`src/logic/slc_map.vh`:
```
`ifndef SLC_MAP_VH
`define SLC_MAP_VH
// ==========================================================
// register offsets
`define SLC_ADDR_SRC0      8'h1A
`define SLC_ADDR_SRC1      8'h1B
`define SLC_ADDR_SPICFG    8'h3D
`define SLC_ADDR_PRODID    8'h3E
// ==========================================================
// reset values
`define SLC_RST_REG        8'h00
`define SLC_RD_NONE        8'h00
// ==========================================================
// field positions
`define SLC_SRC_EN_BIT     7
`define SLC_SRC_ID_HI      3
`define SLC_SRC_ID_LO      0
`define SLC_CFG_SIZE_BIT   6
`define SLC_CFG_LEN_HI     5
`define SLC_CFG_LEN_LO     4
`define SLC_CFG_SEED_HI    3
`define SLC_CFG_SEED_LO    0
// ==========================================================
// check encodings
`define SLC_LEN_CRC8       2'h0
`define SLC_LEN_CRC4       2'h1
`define SLC_POLY_CRC8      8'h2F
`define SLC_POLY_CRC4      8'h01
`define SLC_POLY_CRC3      8'h03
`define SLC_SEED_DEF8      8'hFF
`define SLC_SEED_DEF4      8'h0A
`define SLC_SEED_DEF3      8'h07
`define SLC_WIDTH_12       5'h0C
`define SLC_WIDTH_16       5'h10
`define SLC_CHK_8          4'h8
`define SLC_CHK_4          4'h4
`define SLC_CHK_3          4'h3
`endif

```
`src/logic/slc_config_regs.v`:
```
`timescale 1ns/1ns
`include "slc_map.vh"
module slc_config_regs #(
    parameter [7:0] PRODUCT_CODE = 8'h5A // arbitrary value
) (
    // clock and reset
    input  wire       CLK,
    input  wire       RST_N,
    // register port
    input  wire [7:0] REG_ADDR,
    input  wire [7:0] REG_WDATA,
    input  wire       REG_WR,
    output reg  [7:0] REG_RDATA,
    output wire       REG_HIT,
    // mode and frame timing
    input  wire       I2C_MODE,
    input  wire       SPI_CMD_START,
    // spi source routing
    output wire [3:0] SRC0_ID,
    output wire [3:0] SRC1_ID,
    output wire       SRC0_SEND_DATA,
    output wire       SRC1_SEND_DATA,
    output wire       SRC0_SEND_ERROR,
    output wire       SRC1_SEND_ERROR,
    // i2c read wrap control
    output wire [1:0] I2C_WRAP_SEL,
    // active spi frame settings
    output reg        FIELD_16BIT,
    output reg  [3:0] CHECK_LEN,
    output reg  [7:0] CHECK_POLY,
    output reg  [7:0] CHECK_SEED,
    // integrity check input
    output wire [31:0] CHECK_IMAGE
);
    // ==========================================================
    // register slots
    localparam [1:0] IDX_SRC0   = 2'h0;
    localparam [1:0] IDX_SRC1   = 2'h1;
    localparam [1:0] IDX_SPICFG = 2'h2;
    localparam [1:0] IDX_PRODID = 2'h3;
    localparam       N_SRC      = 2;
    localparam       REG_W      = 8;

    // ==========================================================
    // storage
    reg  [7:0]       src0_r;
    reg  [7:0]       src1_r;
    reg  [7:0]       cfg_r;
    reg  [7:0]       prod_r;
    reg  [7:0]       rdata_nxt;

    wire             hit_nxt;
    wire [1:0]       idx_nxt;
    wire             wr_src0;
    wire             wr_src1;
    wire             wr_cfg;
    wire             wr_prod;
    wire [7:0]       prod_view;

    wire [15:0]      src_pack;
    wire [N_SRC-1:0] src_en;
    wire [N_SRC-1:0] send_data;
    wire [N_SRC-1:0] send_error;

    wire [3:0]       len_nxt;
    wire [7:0]       poly_nxt;
    wire [7:0]       seed_nxt;

    // ==========================================================
    // address decode, shared by the write and read paths
    function is_mapped;
        input [7:0] a;
        begin
            is_mapped = (a == `SLC_ADDR_SRC0) || (a == `SLC_ADDR_SRC1) ||
                        (a == `SLC_ADDR_SPICFG) || (a == `SLC_ADDR_PRODID);
        end
    endfunction

    // slot number of a mapped address; unmapped addresses give slot 0
    function [1:0] reg_index;
        input [7:0] a;
        begin
            case (a)
                `SLC_ADDR_SRC0:   reg_index = IDX_SRC0;
                `SLC_ADDR_SRC1:   reg_index = IDX_SRC1;
                `SLC_ADDR_SPICFG: reg_index = IDX_SPICFG;
                `SLC_ADDR_PRODID: reg_index = IDX_PRODID;
                default:          reg_index = IDX_SRC0;
            endcase
        end
    endfunction

    assign hit_nxt = is_mapped(REG_ADDR);
    assign idx_nxt = reg_index(REG_ADDR);
    assign REG_HIT = hit_nxt;

    // writes to unmapped addresses are dropped before any slot sees them
    assign wr_src0 = REG_WR && hit_nxt && (idx_nxt == IDX_SRC0);
    assign wr_src1 = REG_WR && hit_nxt && (idx_nxt == IDX_SRC1);
    assign wr_cfg  = REG_WR && hit_nxt && (idx_nxt == IDX_SPICFG);
    assign wr_prod = REG_WR && hit_nxt && (idx_nxt == IDX_PRODID);

    // ==========================================================
    // register slots; reserved bits are stored whole, no field mask
    always @(posedge CLK or negedge RST_N) begin
        if (!RST_N) begin
            src0_r <= `SLC_RST_REG;
        end else if (wr_src0) begin
            src0_r <= REG_WDATA;
        end
    end

    always @(posedge CLK or negedge RST_N) begin
        if (!RST_N) begin
            src1_r <= `SLC_RST_REG;
        end else if (wr_src1) begin
            src1_r <= REG_WDATA;
        end
    end

    always @(posedge CLK or negedge RST_N) begin
        if (!RST_N) begin
            cfg_r <= `SLC_RST_REG;
        end else if (wr_cfg) begin
            cfg_r <= REG_WDATA;
        end
    end

    always @(posedge CLK or negedge RST_N) begin
        if (!RST_N) begin
            prod_r <= `SLC_RST_REG;
        end else if (wr_prod) begin
            prod_r <= REG_WDATA;
        end
    end

    // ==========================================================
    // read path
    // a stored zero stands for the fixed product code
    assign prod_view = (prod_r == `SLC_RST_REG) ? PRODUCT_CODE : prod_r;

    always @* begin
        rdata_nxt = `SLC_RD_NONE;
        if (hit_nxt) begin
            case (reg_index(REG_ADDR))
                IDX_SRC0:   rdata_nxt = src0_r;
                IDX_SRC1:   rdata_nxt = src1_r;
                IDX_SPICFG: rdata_nxt = cfg_r;
                IDX_PRODID: rdata_nxt = prod_view;
                default:    rdata_nxt = `SLC_RD_NONE;
            endcase
        end
    end

    always @(posedge CLK or negedge RST_N) begin
        if (!RST_N) begin
            REG_RDATA <= `SLC_RD_NONE;
        end else begin
            REG_RDATA <= rdata_nxt;
        end
    end

    // ==========================================================
    // source routing, one lane per channel
    assign src_pack = {src1_r, src0_r};

    genvar ch;
    generate
        for (ch = 0; ch < N_SRC; ch = ch + 1) begin : g_src
            assign src_en[ch]     = src_pack[ch * REG_W + `SLC_SRC_EN_BIT];
            // spi mode only; in i2c mode both lanes stay quiet
            assign send_data[ch]  = !I2C_MODE && src_en[ch];
            assign send_error[ch] = !I2C_MODE && !src_en[ch];
        end
    endgenerate

    assign SRC0_ID         = src0_r[`SLC_SRC_ID_HI:`SLC_SRC_ID_LO];
    assign SRC1_ID         = src1_r[`SLC_SRC_ID_HI:`SLC_SRC_ID_LO];
    assign SRC0_SEND_DATA  = send_data[0];
    assign SRC1_SEND_DATA  = send_data[1];
    assign SRC0_SEND_ERROR = send_error[0];
    assign SRC1_SEND_ERROR = send_error[1];
    // the enable bits steer sequential read wrap only in i2c mode
    assign I2C_WRAP_SEL    = I2C_MODE ? src_en : 2'h0;

    // ==========================================================
    // check settings, latched at command start
    slc_crc_select u_sel (
        .cfg      (cfg_r),
        .chk_len  (len_nxt),
        .chk_poly (poly_nxt),
        .chk_seed (seed_nxt)
    );

    always @(posedge CLK or negedge RST_N) begin
        if (!RST_N) begin
            FIELD_16BIT <= 1'b0;
            CHECK_LEN   <= `SLC_CHK_8;
            CHECK_POLY  <= `SLC_POLY_CRC8;
            CHECK_SEED  <= `SLC_SEED_DEF8;
        end else if (SPI_CMD_START) begin
            FIELD_16BIT <= cfg_r[`SLC_CFG_SIZE_BIT];
            CHECK_LEN   <= len_nxt;
            CHECK_POLY  <= poly_nxt;
            CHECK_SEED  <= seed_nxt;
        end
    end

    assign CHECK_IMAGE = {prod_r, cfg_r, src1_r, src0_r};
endmodule

```
`src/logic/slc_crc_select.v`:
```
`timescale 1ns/1ns
`include "slc_map.vh"
// ==========================================================
// check polynomial and seed decode from the configuration byte
module slc_crc_select (
    // configuration
    input  wire [7:0] cfg,
    // decoded check parameters
    output reg  [3:0] chk_len,
    output reg  [7:0] chk_poly,
    output reg  [7:0] chk_seed
);
    wire [3:0] seed_f;
    assign seed_f = cfg[`SLC_CFG_SEED_HI:`SLC_CFG_SEED_LO];

    always @* begin
        case (cfg[`SLC_CFG_LEN_HI:`SLC_CFG_LEN_LO])
            `SLC_LEN_CRC8: begin
                chk_len  = `SLC_CHK_8;
                chk_poly = `SLC_POLY_CRC8;
                chk_seed = (seed_f == 4'h0) ? `SLC_SEED_DEF8 : {4'h0, seed_f};
            end
            `SLC_LEN_CRC4: begin
                chk_len  = `SLC_CHK_4;
                chk_poly = `SLC_POLY_CRC4;
                chk_seed = (seed_f == 4'h0) ? `SLC_SEED_DEF4 : {4'h0, seed_f};
            end
            default: begin
                chk_len  = `SLC_CHK_3;
                chk_poly = `SLC_POLY_CRC3;
                chk_seed = (seed_f == 4'h0) ? `SLC_SEED_DEF3 : {5'h00, seed_f[2:0]};
            end
        endcase
    end
endmodule

```
`config.mk`:
```
export PLATFORM = sky130hd
export DESIGN_NAME = slc_config_regs
export DESIGN_NICKNAME = d
export VERILOG_FILES = /design/src/logic/slc_config_regs.v /design/src/logic/slc_crc_select.v
export VERILOG_INCLUDE_DIRS = /design/src /design/src/logic
export SDC_FILE = /design/constraint.sdc
export NUM_CORES = 1
export LEC_CHECK = 0
export BUFFER_PORTS_ARGS = -buffer_cell sky130_fd_sc_hd__buf_2
export CELL_PAD_IN_SITES_DETAIL_PLACEMENT = 1
export CELL_PAD_IN_SITES_GLOBAL_PLACEMENT = 1
export CORE_ASPECT_RATIO = 1.25
export CORE_MARGIN = 5
export CORE_UTILIZATION = 41
export CTS_CLUSTER_SIZE = 16
export DETAILED_ROUTE_END_ITERATION = 8
export HOLD_SLACK_MARGIN = 0.02
export PLACE_DENSITY = 0.9
export SYNTH_ARGS = -nofsm -noshare
export SYNTH_HDL_FRONTEND = slang
export SYNTH_SLANG_ARGS = --single-unit
```
`constraint.sdc`:
```
create_clock -name CLK -period 2.41 [get_ports CLK]
set_input_delay 0.3615 -clock CLK [delete_from_list [all_inputs] [get_ports CLK]]
set_output_delay 0.3615 -clock CLK [all_outputs]
set_load 0.01 [all_outputs]
```
# After elaboration in Yosys (flattened, before gate mapping)
# Index checks and enable logic that the tools add are counted.
# classes
eq_ne,11
n_mux,12
n_reduce_logical,20
# ops
op,n
8-bit one-hot mux with 4 select lines,1
8-bit 2-to-1 mux,3
8-bit by 5-bit == test with 1-bit output (second input constant),2
8-bit by 6-bit == test with 1-bit output (second input constant),2
8-bit one-hot mux with 2 select lines,1
6-bit one-hot mux with 2 select lines,1
1-bit logical AND,9
2-bit == test (second input constant),4
8-bit logical NOT,1
4-bit one-hot mux with 2 select lines,1
2-bit by 1-bit == test with 1-bit output (second input constant),3
2-bit logical NOT,3
2-bit one-hot mux with 3 select lines,1
4-bit logical NOT,1
2-bit 2-to-1 mux,2
4-bit 2-to-1 mux,1
1-bit logical NOT,3
1-bit logical OR,3
3-bit 2-to-1 mux,1
# totals
ff_bits,61
in_bits,21

# Depth between registers and ports, before layout
# depth
depth_word,8
depth_mapped,6
depth_no_buf,4

# Hierarchy
# A second synthesis with hierarchy kept.
# unflattened
cells_unflattened,254
area_unflattened_um2,3067.9
# by_module_without_submodules
module,instances,cells_each,area_per_inst_um2,seq_area_each_um2
slc_config_regs,1,227,2892.8,1544.0
slc_crc_select,1,27,175.2,0.0

# Least setup slack after synthesis
# No wires, ideal clock.
# synth_timing
path_kind,input port to output port
from,input port REG_ADDR[1]
to,output port REG_HIT
t_arrival_ns,1.224
setup_slack_ns,0.825
stages,5
path_buffers,1
path_cell_list,buf_4 and2b_1 nand3_2 a31o_1 inv_1
# synth_between
elab_chain_cells,4
# synth_rtl
element,line_no,rtl
"start, declared",slc_config_regs.v:10,"input wire [7:0] REG_ADDR,"
8-bit by 5-bit == test with 1-bit output (no line),--,
1-bit logical OR (2 in a row),slc_config_regs.v:74,is_mapped = (a == `SLC_ADDR_SRC0) || (a == `SLC_ADDR_SRC1) ||
1-bit logical OR *,slc_config_regs.v:74,
"end, declared",slc_config_regs.v:14,"output wire REG_HIT,"
# Mark *: on every way between the ends. The rest lies on a longest branch, timed or not.

# Final worst setup path
# layout_timing
from,input port REG_ADDR[5]
to,output port REG_HIT
# Same word-level chain as after synthesis.

==> results.txt <==
Yosys top cell area share -> 40.66%
DRT Pass-1 Iters -> 4
VDD IR max -> 0.3644 mV
Net Switching -> 0.5162 mW
PortBufs -> 92
num ports -> 97
Setup Skew -> 0.007383 ns
Post-CTS Hold Buffers -> 0
Die Wd -> 81.86 µm
crit end category -> output pin
CP Cell Sequence -> buf_2 > and3b_1 > nand2_2 > a31o_1 > inv_1 > buf_2
CTS root buf -> clkbuf_8
total number of vias -> 2046
Tcrit/Tclk final -> 82.28%
crit path max fanout -> 14
CTS tree -> done
Critical Path Most Common Cell -> buf_2
r2r setup slk -> 0.72 ns
Worst R2R Path Depth -> 4
synthesized flop and latch total -> 50
cell area after layout -> 3149 µm²
Startpoint Class -> input port
max cap viols -> 0
distinct cell type count after synthesis -> 47
CP Class -> input port to output pin
Non-Filler Instances -> 388
clock power share -> 32.3%
Post-CTS Resized -> 0
WHS -> 0.1395 ns
Fmax -> 0.5043 GHz
setup TNS -> 0 ns
Gate power share -> 16.8%
Levels on crit path -> 6
hpwl dp -> 5549 µm
Post-CTS Setup Bufs -> 0
total CTS buffers -> 5
Routed WL -> 7231 µm
Synth area leader -> dfrtp_1
worst-skew pair later-pin latency -> 0.31 ns
min-delay worst type -> input port to asynchronous set/reset pin
fin crit period -> 1.983 ns
Leak Pwr -> 1.727 nW
DR WL/cell -> 18.64 µm
overall power -> 1.853 mW
Buf/Inv on CP -> 3
synthesis-to-finish area growth -> 19.01%
Yosys Warn Count -> 0
Seq pwr share -> 50.9%
max-slew violation count -> 0
initial core utilization -> 42.37%
Synth Area per Inst -> 11.56 µm²
share of post-route cells with drive strength above 1 -> 47.85%
outcome -> completed
CTS Buffer Depth -> 2
Cells after DPL -> 380
fin nets -> 323
Placed Area -> 3037 µm²
Seq/Total Area, Yosys -> 47.61%
Residual DRC -> 0
n_diodes -> 0
RSZ-0062 raised after global routing -> false
DR iter-0 viols -> 96
largest net degree at the start of global routing -> 51
Core Footprint -> 6246 µm²
endpoints failing setup -> 0
Critical Path RT -> 2.05 ns
initial antenna violation count -> 0
GR Overflow Total -> 0
Power Density -> 588.4 nW/µm²
Die Footprint -> 8171 µm²
synthesized area -> 2646 µm²
slowest cell delay on critical path -> 0.35 ns
Slew HR -> 59.23%
Internal Power -> 1.337 mW
CP top delay family -> simple AND/OR/NAND/NOR gates
Reg clk slew, reported paths -> 0.09 ns
first-pass GRT wire length -> 11750 µm
vias in the first global route -> 2206
clk sinks -> 50
gpl congestion -> 0.8507
Global Route Usage Sum -> 18.77%
Final Hold Fails -> 0
CP arrival -> 1.62 ns
Final ANT Viol Nets -> 0
Tightest Pin Transition -> 0.6116 ns
Gate Count Post-Synth -> 229
Synth area leaders -> dfrtp_1 41%, dfstp_2 7.0%, mux2_1 6.8%, buf_4 6.0%, mux2_2 4.7%
vias per cell -> 5.273
Sw Share -> 27.86%
slowest CP cell -> and3b_1
Core Rows -> 32
# H-tree levels -> 2
Die Span Y -> 99.82 µm
==> synth_stat cells (all sizes together) <==
master	instances
o21a	1
a21oi	4
dfstp	7
nor3b	1
and4b	1
o21ai	5
a22o	4
inv	9
nand2	17
nor2b	4
and3b	1
o22ai	1
a31o	1
a21o	4
nand3	6
a221oi	8
nor2	19
conb	2
nor4	1
o22a	1
o31ai	3
o32ai	1
mux2	35
or3b	1
or4	3
o311ai	4
clkbuf	3
buf	27
nand4bb	1
and2	3
and2b	1
dfrtp	43
a31oi	7
==> cell families (layout without fill, tap and decap cells) <==
family                 count (synthesis)  after routing  synth area share (%)
muxes                                 35             35                 16.03
DFF                                   50             50                 47.61
AOI/OAI and AO/OA                     44             44                 13.24
buffers and inverters                 39            111                 8.794
and+or+nand+nor                       59             59                 14.04
other                                  2              4                0.2838
==> routing by layer <==
metal  track usage [%]  up-vias  wire length [µm]
li1                  -      940                 -
met1             23.09     1027              2866
met2             32.86       72              3867
met5                 0        -                 0
met4             5.243        0                91
met3             3.770        7               406
==> path summary, 6_finish.rpt <==
| kind | startpoint | end |
|---|---|---|
| max in group asynchronous | RST_N | cfg_r[4] |
| setup reg to reg | prod_r[4] | REG_RDATA[3] |
| min in group CLK | REG_WDATA[7] | src0_r[7] |
| hold reg to reg | CHECK_SEED[6] | CHECK_SEED[6] |
| hold / removal | RST_N | CHECK_LEN[2] |
| setup / recovery | REG_ADDR[5] | REG_HIT |
==> registers in the layout, summed over array words and instances (netlist names) <==
| name | flops |
|---|---|
| REG_RDATA | 8 |
| cfg_r | 8 |
| prod_r | 8 |
| src0_r | 8 |
| src1_r | 8 |
| CHECK_SEED | 5 |
| CHECK_LEN | 2 |
| CHECK_POLY | 2 |
| FIELD_16BIT | 1 |
==> stage by stage <==
step	util, %	setup slack, ns
4_1_cts	50.42	0.4294
3_5_place_dp	48.62	0.4453
5_1_grt	50.42	0.2832
6_report	50.42	0.4270
2_1_floorplan	-	0.8250
3_3_place_gp	48.62	0.5270
==> cell usage in the layout (no fill, tap or decap), types with 2 or more instances in the layout <==
cell / instances
a22o_1: 4
clkbuf_8: 5
nor2b_1: 3
o31ai_1: 3
o21ai_0: 5
dfstp_2: 7
mux2_2: 11
a21oi_1: 3
nand3_1: 3
mux2_4: 8
nand2_1: 14
mux2_1: 16
nand2_2: 2
nand3_4: 2
a21o_1: 4
or4_1: 2
inv_1: 9
buf_2: 92
o311ai_0: 4
nor2_1: 16
dfrtp_1: 43
buf_4: 2
a221oi_2: 4
conb_1: 4
a31oi_1: 7
a221oi_1: 4
and2_1: 3
==> power by group through the flow <==
| stage | clock, mW | sequential [mW] | combinational [mW] |
|---|---|---|---|
| 2_1_floorplan | 0 | 0.974 | 0.181 |
| 3_3_place_gp | 0 | 0.957 | 0.298 |
| 3_5_place_dp | 0 | 0.961 | 0.313 |
| 4_1_cts | 0.610 | 0.945 | 0.316 |
| 5_1_grt | 0.645 | 0.953 | 0.342 |
| 6_report | 0.598 | 0.944 | 0.311 |
==> cell type report <==
type,count,area [µm²]
Clock buffer,5,68.82
Clock inverter,3,43.79
Fill cell,718,3097
Inverter,9,33.78
Multi-Input combinational cell,142,1161
Sequential cell,50,1260
Tap cell,85,106.4
Timing Repair Buffer,94,475.5
Note: power is estimated with default switching activity, not from simulation.
